===== src/hdl/nfs_pkg.sv =====
// Purpose: Constants for the NAND flash command sequencer (host side)
// Assumes: 8-bit parallel NAND die, 50 MHz controller clock
// Notes: Device status byte layout and command codes live here
package nfs_pkg;
  localparam logic [7:0] CMD_READ       = 8'h00;
  localparam logic [7:0] CMD_READ_CONF  = 8'h30;
  localparam logic [7:0] CMD_CACHE_RD   = 8'h31;
  localparam logic [7:0] CMD_CACHE_LAST = 8'h3F;
  localparam logic [7:0] CMD_IDENT      = 8'h90;
  localparam logic [7:0] CMD_STATUS     = 8'h70;
  localparam logic [7:0] CMD_PROG_SETUP = 8'h80;
  localparam logic [7:0] CMD_COL_CHANGE = 8'h85;
  localparam logic [7:0] CMD_PROG_CONF  = 8'h10;
  localparam logic [7:0] CMD_CACHE_PROG = 8'h15;
  localparam logic [7:0] CMD_RESET      = 8'hFF;
  localparam logic [7:0] CMD_DIE_STATUS = 8'h78;
  // Row address bit that picks the die; plain default
  localparam int DIE_ROW_BIT = 18;
  // Status byte bit positions
  localparam int ST_FAIL   = 0;
  localparam int ST_FAIL_P = 1;
  localparam int ST_ARRAY  = 5;
  localparam int ST_CACHE  = 6;
  localparam int ST_WP_N   = 7;
  // Host register offsets
  localparam logic [3:0] REG_CTRL   = 4'h0;
  localparam logic [3:0] REG_ADDR   = 4'h1;
  localparam logic [3:0] REG_WDATA  = 4'h2;
  localparam logic [3:0] REG_RDATA  = 4'h3;
  localparam logic [3:0] REG_STATE  = 4'h4;
  localparam logic [3:0] REG_CNT    = 4'h5;
  // Control register opcode values
  localparam logic [3:0] OP_CMD  = 4'h1;
  localparam logic [3:0] OP_ADDR = 4'h2;
  localparam logic [3:0] OP_DIN  = 4'h3;
  localparam logic [3:0] OP_DOUT = 4'h4;
  localparam int ADDR_CYCLES = 5;
  localparam int ID_BYTES    = 5;
  localparam int MAX_PARTIAL = 4;
  localparam int PAGES_PER_BLK = 64;
  // Pin timing, ns, rounded up at clock rate
  localparam int CLK_NS      = 20;
  localparam int T_STROBE_NS = 30;
  localparam int T_STROBE_CYC = (T_STROBE_NS + CLK_NS - 1) / CLK_NS;
  localparam int T_WB_NS     = 100;
  localparam int T_WB_CYC    = (T_WB_NS + CLK_NS - 1) / CLK_NS;
  localparam logic [7:0] RESET_DATA = 8'h00;
  typedef enum logic [4:0] {
    NFS_IDLE  = 5'b00001,
    NFS_LOW   = 5'b00010,
    NFS_HIGH  = 5'b00100,
    NFS_WAITB = 5'b01000,
    NFS_DONE  = 5'b10000
  } nfs_state_e;
endpackage


===== src/hdl/nfs_host.sv =====
// Purpose: Host sequencer driving a NAND die cycle by cycle
// Assumes: Software composes command sequences one cycle at a time
// Notes: Pins are synchronous; the busy pin is sampled directly
//
// Local design decisions: the register addresses and the strobed register port.
`timescale 1ns/1ns
module nfs_host
  import nfs_pkg::*;
#(
  parameter int STROBE_CYC = T_STROBE_CYC,
  parameter int WB_CYC     = T_WB_CYC
) (
  // Clock and reset
  input  wire logic       clk,
  input  wire logic       nrst,
  // Software port
  input  wire logic [3:0] reg_addr,
  input  wire logic [7:0] reg_wdata,
  input  wire logic       reg_wr,
  input  wire logic       reg_rd,
  output logic      [7:0] reg_rdata,
  // NAND pins
  output logic            chip_select_n,
  output logic            cmd_latch,
  output logic            addr_latch,
  output logic            write_strobe_n,
  output logic            read_strobe_n,
  output logic            write_protect_n,
  input  wire logic       ready_busy_n,
  input  wire logic [7:0] io_in,
  output logic      [7:0] io_out,
  output logic            io_oe
);

  nfs_state_e st_r;
  logic [3:0] op_r;
  logic [7:0] dout_r;
  logic [7:0] din_r;
  logic [7:0] cnt_r;
  logic [7:0] addr_cnt_r;
  logic       err_r;
  logic       wp_en_r;
  logic       wait_rb_r;
  logic [7:0] last_cmd_r;

  logic start;
  logic is_read;
  logic busy_cmd;
  // A new cache read may start before the page has been drained
  assign start   = reg_wr && (reg_addr == REG_CTRL) && (st_r == NFS_IDLE);
  assign is_read = (op_r == OP_DOUT);

  // Of command cycles, only status, die status and reset may start while the die is busy
  // Per-die status stays legal so a shared select can pick its reporter
  assign busy_cmd = (reg_wdata[3:0] == OP_CMD) && !ready_busy_n &&
                    (dout_r != CMD_STATUS) && (dout_r != CMD_RESET) &&
                    (dout_r != CMD_DIE_STATUS);

  // Strobe sequencer
  always_ff @(posedge clk or negedge nrst) begin
    if (!nrst) begin
      st_r <= NFS_IDLE;
      cnt_r <= 8'h00;
      op_r <= 4'h0;
      wait_rb_r <= 1'b0;
      err_r <= 1'b0;
    end else begin
      // Clear first so a refusal in the same cycle still sets
      if (reg_wr && reg_addr == REG_STATE && reg_wdata[0]) begin
        err_r <= 1'b0;
      end
      case (st_r)
        NFS_IDLE: begin
          if (start) begin
            if (busy_cmd) begin
              err_r <= 1'b1;
            end else begin
              op_r <= reg_wdata[3:0];
              wait_rb_r <= reg_wdata[4];
              cnt_r <= STROBE_CYC[7:0];
              st_r <= NFS_LOW;
            end
          end
        end
        NFS_LOW: begin
          if (cnt_r <= 8'h01) begin
            cnt_r <= STROBE_CYC[7:0];
            st_r <= NFS_HIGH;
          end else begin
            cnt_r <= cnt_r - 8'h01;
          end
        end
        NFS_HIGH: begin
          if (cnt_r <= 8'h01) begin
            cnt_r <= WB_CYC[7:0];
            st_r <= wait_rb_r ? NFS_WAITB : NFS_DONE;
          end else begin
            cnt_r <= cnt_r - 8'h01;
          end
        end
        NFS_WAITB: begin
          // Busy may rise late, so ignore the pin until the window passes
          if (cnt_r != 8'h00) begin
            cnt_r <= cnt_r - 8'h01;
          end else if (ready_busy_n) begin
            st_r <= NFS_DONE;
          end
        end
        NFS_DONE: st_r <= NFS_IDLE;
        default: st_r <= NFS_IDLE;
      endcase
    end
  end

  // Command tracking and data registers
  always_ff @(posedge clk or negedge nrst) begin
    if (!nrst) begin
      dout_r <= RESET_DATA;
      din_r <= RESET_DATA;
      last_cmd_r <= CMD_READ;
      addr_cnt_r <= 8'h00;
      wp_en_r <= 1'b0;
    end else begin
      if (reg_wr && reg_addr == REG_WDATA) begin
        dout_r <= reg_wdata;
      end
      if (reg_wr && reg_addr == REG_STATE) begin
        wp_en_r <= reg_wdata[1];
      end
      if (st_r == NFS_HIGH && cnt_r == STROBE_CYC[7:0]) begin
        if (op_r == OP_CMD) begin
          last_cmd_r <= dout_r;
          addr_cnt_r <= 8'h00;
        end
        if (op_r == OP_ADDR) begin
          addr_cnt_r <= addr_cnt_r + 8'h01;
        end
      end
      // Sample on the strobe's rising edge
      if (is_read && st_r == NFS_LOW && cnt_r <= 8'h01) begin
        din_r <= io_in;
      end
    end
  end

  // Program order guard
  // Software owns page order; this only flags a breach and never blocks
  // Limitation: erase is outside this block, so counts reset on a page change
  // Flags read back in STATE bits 7:5 and clear with the error bit
  localparam int PAGE_BITS = $clog2(PAGES_PER_BLK);
  localparam int ROW_BITS  = 24;
  localparam int N_SEQ     = 3;

  logic [7:0]          addr_byte_r [ADDR_CYCLES];
  logic [ROW_BITS-1:0] row;
  logic [ROW_BITS-1:0] last_row_r;
  logic                have_row_r;
  logic [2:0]          partial_r;
  logic                in_prog_r;
  logic                cache_seq_r;
  // Bits of the breach flags: 0 order, 1 partial count, 2 die
  logic [N_SEQ-1:0]    seq_err_r;
  logic [N_SEQ-1:0]    seq_bad;

  // Strobe commit decode
  logic                commit;
  logic                addr_commit;
  logic                cmd_commit;
  logic                confirm;
  logic                same_block;
  logic                same_page;
  logic                seq_clr;

  // One strobe cycle is committed on its first high phase cycle
  assign commit      = (st_r == NFS_HIGH) && (cnt_r == STROBE_CYC[7:0]);
  assign addr_commit = commit && (op_r == OP_ADDR);
  assign cmd_commit  = commit && (op_r == OP_CMD);
  // Only a confirm inside an open program counts
  assign confirm     = cmd_commit && in_prog_r &&
                       ((dout_r == CMD_PROG_CONF) || (dout_r == CMD_CACHE_PROG));
  // One write clears the refusal and all breach flags
  assign seq_clr     = reg_wr && (reg_addr == REG_STATE) && reg_wdata[0];

  // Row address is carried by the last three address cycles
  // Block and page split at the page-count boundary
  assign row = {addr_byte_r[4], addr_byte_r[3], addr_byte_r[2]};
  assign same_block = have_row_r &&
                      (row[ROW_BITS-1:PAGE_BITS] == last_row_r[ROW_BITS-1:PAGE_BITS]);
  assign same_page  = same_block && (row[PAGE_BITS-1:0] == last_row_r[PAGE_BITS-1:0]);

  // Going back inside a block is the breach; a new block restarts the order
  assign seq_bad[0] = same_block && (row[PAGE_BITS-1:0] < last_row_r[PAGE_BITS-1:0]);
  // Fifth program of one page without an erase in between
  assign seq_bad[1] = same_page && (partial_r >= 3'(MAX_PARTIAL));
  // A cached run must stay on one die
  assign seq_bad[2] = cache_seq_r && (row[DIE_ROW_BIT] != last_row_r[DIE_ROW_BIT]);

  // Address byte capture, indexed by the cycle count since the command
  // Address bytes beyond the fifth match no index and are dropped
  genvar g;
  generate
    for (g = 0; g < ADDR_CYCLES; g++) begin : g_addr
      always_ff @(posedge clk or negedge nrst) begin
        if (!nrst) begin
          addr_byte_r[g] <= 8'h00;
        end else if (addr_commit && (addr_cnt_r == 8'(g))) begin
          addr_byte_r[g] <= dout_r;
        end
      end
    end
  endgenerate

  // Open from setup to confirm; a column change keeps it open
  // Any other command in between drops the window
  always_ff @(posedge clk or negedge nrst) begin
    if (!nrst) begin
      in_prog_r <= 1'b0;
    end else if (cmd_commit) begin
      in_prog_r <= (dout_r == CMD_PROG_SETUP) ||
                   (in_prog_r && (dout_r == CMD_COL_CHANGE));
    end
  end

  // Page of the last confirmed program
  always_ff @(posedge clk or negedge nrst) begin
    if (!nrst) begin
      last_row_r <= '0;
      have_row_r <= 1'b0;
    end else if (confirm) begin
      last_row_r <= row;
      have_row_r <= 1'b1;
    end
  end

  // Saturates so a long run of partials cannot wrap back to legal
  always_ff @(posedge clk or negedge nrst) begin
    if (!nrst) begin
      partial_r <= 3'h0;
    end else if (confirm) begin
      if (!same_page) begin
        partial_r <= 3'h1;
      end else if (partial_r != 3'h7) begin
        partial_r <= partial_r + 3'h1;
      end
    end
  end

  // Ending on 10h closes a cached run, which a pin-only host must do
  // Die check only applies between pages of one cached run
  always_ff @(posedge clk or negedge nrst) begin
    if (!nrst) begin
      cache_seq_r <= 1'b0;
    end else if (confirm) begin
      cache_seq_r <= (dout_r == CMD_CACHE_PROG);
    end
  end

  // Sticky breach flags; a set beats a clear in the same cycle
  generate
    for (g = 0; g < N_SEQ; g++) begin : g_seq
      always_ff @(posedge clk or negedge nrst) begin
        if (!nrst) begin
          seq_err_r[g] <= 1'b0;
        end else if (confirm && seq_bad[g]) begin
          seq_err_r[g] <= 1'b1;
        end else if (seq_clr) begin
          seq_err_r[g] <= 1'b0;
        end
      end
    end
  endgenerate

  // Pin drive
  always_comb begin
    chip_select_n = (st_r == NFS_IDLE) && (last_cmd_r != CMD_STATUS);
    cmd_latch = (op_r == OP_CMD) && (st_r == NFS_LOW || st_r == NFS_HIGH);
    addr_latch = (op_r == OP_ADDR) && (st_r == NFS_LOW || st_r == NFS_HIGH);
    write_strobe_n = !((st_r == NFS_LOW) && !is_read);
    read_strobe_n = !((st_r == NFS_LOW) && is_read);
    write_protect_n = !wp_en_r;
    io_out = dout_r;
    io_oe = !is_read && (st_r == NFS_LOW || st_r == NFS_HIGH);
  end

  // Register read
  always_ff @(posedge clk or negedge nrst) begin
    if (!nrst) begin
      reg_rdata <= 8'h00;
    end else if (reg_rd) begin
      case (reg_addr)
        REG_WDATA: reg_rdata <= dout_r;
        REG_RDATA: reg_rdata <= din_r;
        // Breach flags sit in the top three bits
        REG_STATE: reg_rdata <= {seq_err_r, err_r, ready_busy_n, wp_en_r,
                                 (st_r != NFS_IDLE), (st_r == NFS_DONE)};
        REG_CNT: reg_rdata <= addr_cnt_r;
        REG_CTRL: reg_rdata <= last_cmd_r;
        default: reg_rdata <= 8'h00;
      endcase
    end else begin
      reg_rdata <= 8'h00;
    end
  end

endmodule // nfs_host


===== config.mk =====
export PLATFORM = sky130hd
export DESIGN_NAME = nfs_host
export DESIGN_NICKNAME = d
export VERILOG_FILES = /design/src/hdl/nfs_pkg.sv /design/src/hdl/nfs_host.sv
export SDC_FILE = /design/constraint.sdc
export NUM_CORES = 1
export LEC_CHECK = 0
export ABC_AREA = 1
export BUFFER_PORTS_ARGS = -buffer_cell sky130_fd_sc_hd__buf_2
export CELL_PAD_IN_SITES_DETAIL_PLACEMENT = 1
export CELL_PAD_IN_SITES_GLOBAL_PLACEMENT = 2
export CORE_MARGIN = 2
export CORE_UTILIZATION = 35
export DETAILED_ROUTE_END_ITERATION = 7
export GPL_ROUTABILITY_DRIVEN = 0
export GPL_TIMING_DRIVEN = 0
export PLACE_DENSITY = 0.8
export SLEW_MARGIN = 10
export SYNTH_ARGS = -nofsm -noshare
export SYNTH_HDL_FRONTEND = slang
export SYNTH_SLANG_ARGS = --single-unit

===== constraint.sdc =====
create_clock -name clk -period 2.2 [get_ports clk]
set_input_delay 0.33 -clock clk [delete_from_list [all_inputs] [get_ports clk]]
set_output_delay 0.33 -clock clk [all_outputs]
set_load 0.1 [all_outputs]

=== Word-level counts from Yosys, hierarchy flattened ===
Cells that the tools add are included.

* Word-level logic and storage cells: 149
* Latch bits: 0
* RAM bits: 0
* Memories: 0
* Register bits after elaboration: 117
* Bits in read-only memories: 0
* Output and inout bits: 23
* Input port bits: 25

* Reductions and logical operators: 54
* $mul: 0
* $lt $le $gt $ge: 3
* Eq/ne operators: 38
* Bitwise gates (word level): 1
* Mux-type cells: 28
* Shift operators: 0
* Div/mod/pow operators: 0
* Add/sub/neg operators: 3

{| class="wikitable"
|+ Operator list
! kind !! number
|-
| 8-bit 2-to-1 mux || 8
|-
| 8-bit one-hot mux with 5 select lines || 1
|-
| 5-bit 2-to-1 mux || 7
|-
| 1-bit logical AND || 33
|-
| 8-bit one-hot mux with 4 select lines || 1
|-
| 8-bit by 2-bit equality test with 1-bit output (second input constant) || 3
|-
| 8-bit by 7-bit inequality test with 1-bit output (second input constant) || 3
|-
| 5-bit one-hot mux with 4 select lines || 1
|-
| 18-bit equality test || 1
|-
| 8-bit by 5-bit equality test with 1-bit output (second input constant) || 2
|-
| 8-bit equality test (second input constant) || 2
|-
| 2-bit inequality test (second input constant) || 7
|-
| 4-bit by 2-bit equality test with 1-bit output (second input constant) || 3
|-
| 4-bit by 3-bit equality test with 1-bit output (second input constant) || 3
|-
| 8-bit by 1-bit adder with 8-bit output (second input constant) || 1
|-
| 4-bit by 1-bit equality test with 1-bit output (second input constant) || 2
|-
| 8-bit by 3-bit equality test with 1-bit output (second input constant) || 1
|-
| 8-bit by 1-bit <= comparator with 1-bit output (second input constant) || 1
|-
| 1-bit 2-to-1 mux || 8
|-
| 8-bit inequality test (second input constant) || 1
|-
| 2-bit nonzero test || 4
|-
| 8-bit nonzero test || 1
|-
| 8-bit by 1-bit subtractor with 8-bit output (second input constant) || 1
|-
| 6-bit equality test || 1
|-
| 22 further kinds || 31
|}

=== Depth between registers and ports, before layout ===
* Word-level depth: 8
* Depth in mapped cells: 12
* Depth with buffers taken out: 12

=== Least setup slack after synthesis ===
Ideal clock, no wire load.

* Path type: reg2out
* From: register st_r[0]
* To: output chip_select_n
* Setup slack: -0.687 ns
* Stages on the path, launching flop included: 5
* Path buffers: 0
* Data required time: 1.870 ns
* Data arrival time: 2.557 ns
* Path through: dfstp_2 > inv_1 > nor3_4 > inv_2 > a41oi_1

* Longest elaborated chain between the ends: 2

{| class="wikitable"
|+ Ends and longest elaborated chain
! item !! line !! RTL
|-
| start, declared || nfs_host.sv:35 || <nowiki>nfs_state_e st_r;</nowiki>
|-
| start signal, assigned || nfs_host.sv:96 || <nowiki>st_r <= wait_rb_r ? NFS_WAITB : NFS_DONE;</nowiki>
|-
| 5-bit by 1-bit equality test with 1-bit output || nfs_host.sv:275 || <nowiki>chip_select_n = (st_r == NFS_IDLE) && (last_cmd_r != CMD_STATUS);</nowiki>
|-
| 1-bit logical AND || nfs_host.sv:275 ||
|-
| end, declared || nfs_host.sv:23 || <nowiki>output logic chip_select_n,</nowiki>
|}

No other way between the ends.

=== Worst setup path after layout ===
Ends and elaborated chain as after synthesis.

==> flow_summary.toml <==
[global_routing]
wire_length_of_the_first_global_routing_pass_mm = 32.25
grt_start_max_net_pins = 64
antenna_found_initial = 0
global_route.usage.total = 0.2133
via_count_of_the_first_global_routing_pass = 6137
grt.overflow.total = 0

[cells_and_area]
register_area_sq_mm = 0.002930
final_layout_size_suffix_gt1_frac = 0.1935
n_antenna_cell = 0
area_growth_syn_to_layout_pct = 21.93
post-route-util = 0.4341
multi_input_comb_area_sq_mm = 0.002953
num-fill-cells = 2210
nNetsFinal = 920

[sta]
tightest_slew_ns = 0.5761
final_period_minus_worst_setup_slack_ns = 2.162
finalSetupTns_ns = 0
fraction_of_the_cycle_the_final_worst_path_needs = 0.9826
worst_clock_skew_ns = 0.009145
max_clock_freq_mhz = 462.6
rsz0062_at_grt = "yes"
setup_violating_endpoint_count_in_the_final_report = 0
final-hold-violation-count = 0
finalMaxSlewViolations = 0
finalHoldWorstSlack_ns = 0.1458
timing.max_slew.rel_slack = 0.6159

[run]
max-cap-violations = 0

[drt]
drc = 0
drt-initial-drc-count = 263
dr.pass1.iters = 4
routed_wire_length_per_instance_microns = 17.54
drt_wl_total_mm = 19.70
vias = 5645
detail-route-antenna-nets = 0
routed_via_density = 5.027

[pwr]
power_per_cell_area_mw_per_mm2 = 935.7
fin_total_pwr_mw = 7.271
p_leak_nw = 3.785
vdd_ir_drop_max_v = 0.0005786

[synth]
number_of_unique_standard_cell_types_used_by_synthesis = 47
synthesis.instances = 806
synth.area.top_cells = "dfrtp_1 46%, nand2_1 15%, inv_1 6.4%"
yosysSeqAreaShare = 0.4596
dominantRegCellSynth = "dfrtp_1"
yosys.area.top_type_share = 0.4554
yosys-top-cells-count = "249 x nand2_1, 116 x dfrtp_1, 109 x inv_1"
post-synth-top-count-cell = "nand2_1"
synth-seq-cells = 117
synth_enable_flop_cells = 0
synth_area_per_cell_sq_um = 7.908
synthesized_net_count = 845
synth-async-reset-ratio = 1.000
synth.cell_area_sq_mm = 0.006374
ys_warn_count = 0
yosys.area.top_type = "dfrtp_1"

[hold_path]
min-delay-start = "io_in[3]"
hold_path.class = "primary input to register"
number_of_instances_on_the_worst_hold_path = 3
min_to = "din_r[3]"

[cts]
clk_path_buf_depth = 2
cts-root-buf = "clkbuf_16"
path_clk_slew_ns = 0.05
clock-sinks = 117
tritoncts_clock_tree = "yes"
worstSkewPairLatency_ns = 0.43
cts_htree_levels = 4
tritoncts.num_buffers = 17

[worst_setup_path]
path_type_of_the_worst_setup_path = "register to output port"
reg2reg_setup_slack_ns = 0.12
critical_path.endpoint_type = "output port"
cp-start-kind = "register"
critical_path.reg2reg.endpoint = "last_row_r[6]"
cp_data_arrival_time_ns = 1.83
critPathMaxFanout = 3
number_of_cells_traversed_by_the_worst_register_to_register_path = 7
critical_path_startpoint = "st_r[0]"
worstPathRequired_ns = 1.87
origin_of_the_critical_flop_to_flop_path = "io_out[3]"

[floorplanning]
dieHeight_microns = 138.9
design.core.area_sq_mm = 0.01790
starting_density_of_the_core = 0.3560
die_area_sq_mm = 0.01931
boundaryPins = 48
num_rows = 49
chipWidth_microns = 138.9

[placement]
port_buffers = 47
place.detailed.hpwl_mm = 14.58

[status]
status = "completed"
-- final cells by class --
type                            count  area share
Buffer                             15     0.01497
Timing Repair Buffer               56     0.04991
Sequential cell                   117      0.3771
Tap cell                          229     0.03687
Clock buffer                       24     0.06456
Inverter                          116     0.05812
Multi-Input combinational cell    558      0.3800
Clock inverter                      8     0.01852
-- cells by family after synthesis --
logic type,synth area share
XOR/XNOR,0.008245
buffers and inverters,0.08775
AO/OA/AOI/OAI,0.1256
adder cells (fa/ha/maj),0.02748
flip-flops,0.4596
AND/OR/NAND/NOR,0.2913
-- through the flow --
step | instance area [sq um] | setup WS, ns | instances
after CTS | 7725 | -0.01330 | 1121
after floorplan | 6381 | -0.2952 | 806
after detailed placement | 6937 | 0.03189 | 1083
after global routing | 7771 | -0.01189 | 1123
after global placement | 6903 | -0.8309 | 1082
final | 7771 | 0.03831 | 1123
-- timing repair --
| action | in CTS | in global routing |
|---|---|---|
| pin swaps | 5 | 2 |
| endpoints found under the hold margin | 53 | 0 |
| gates resized for setup | 24 | 11 |
| setup buffers | 5 | 2 |
| hold buffers | 1 | 0 |
| setup endpoints to repair | 6 | 6 |
-- power breakdown --
part	internal [mW]	leakage, nW	total, mW	switching (mW)
logic	0.487	1.90	1.76	1.27
clock network	2.04	0.320	3.05	1.01
registers	2.29	1.56	2.46	0.166
total	4.82	3.78	7.27	2.45
-- cells in the final DEF (no fill, tap or decap), drive strengths merged, types with 4 or more instances in the layout --
cell type | Yosys | routed
a211oi | 4 | 4
a21oi | 16 | 16
buf | 13 | 68
bufinv | 0 | 4
clkbuf | 2 | 26
clkinv | 0 | 4
dfrtp | 116 | 116
ha | 14 | 14
inv | 116 | 115
nand2 | 257 | 257
nand3 | 38 | 38
nand4 | 18 | 18
nor2 | 76 | 76
nor3 | 10 | 10
o21ai | 100 | 100
o22ai | 6 | 6
xor2 | 5 | 5
-- sequential cells by signal, indices dropped and copies added (netlist names), 8 cells and up --
signal,flops
last_row_r,24
io_out,8
reg_rdata,8
din_r,8
last_cmd_r,8
addr_cnt_r,8
cnt_r,8
addr_byte_r,24
-- critical path: stages (launching register included) --
cell	delay [ns]
dfstp_2	0.59
inv_4	0.06
nor3_4	0.24
inv_4	0.07
a41oi_4	0.23
buf_12	0.21
-- how the worst max path moves through the flow --
stage	end	slack (ns)	depth (start not counted)
5_1_grt	io_oe	-0.01	6
4_1_cts	addr_latch	-0.01	5
6_report	chip_select_n	0.04	5
2_1_floorplan	addr_latch	-0.30	4
3_3_place_gp	din_r[3]	-0.83	1
3_5_place_dp	chip_select_n	0.03	5
-- metal layers --
layer	part of all wire	vias to the layer above	routed length, microns	global-route usage
met5	0	-	0	0
met4	0.027	0	541	0.08985
met3	0.025	38	494	0.03419
met2	0.50	74	9874	0.3663
met1	0.45	2802	8787	0.2676
li1	-	2731	-	-
Note: power is estimated with default switching activity, not from simulation.
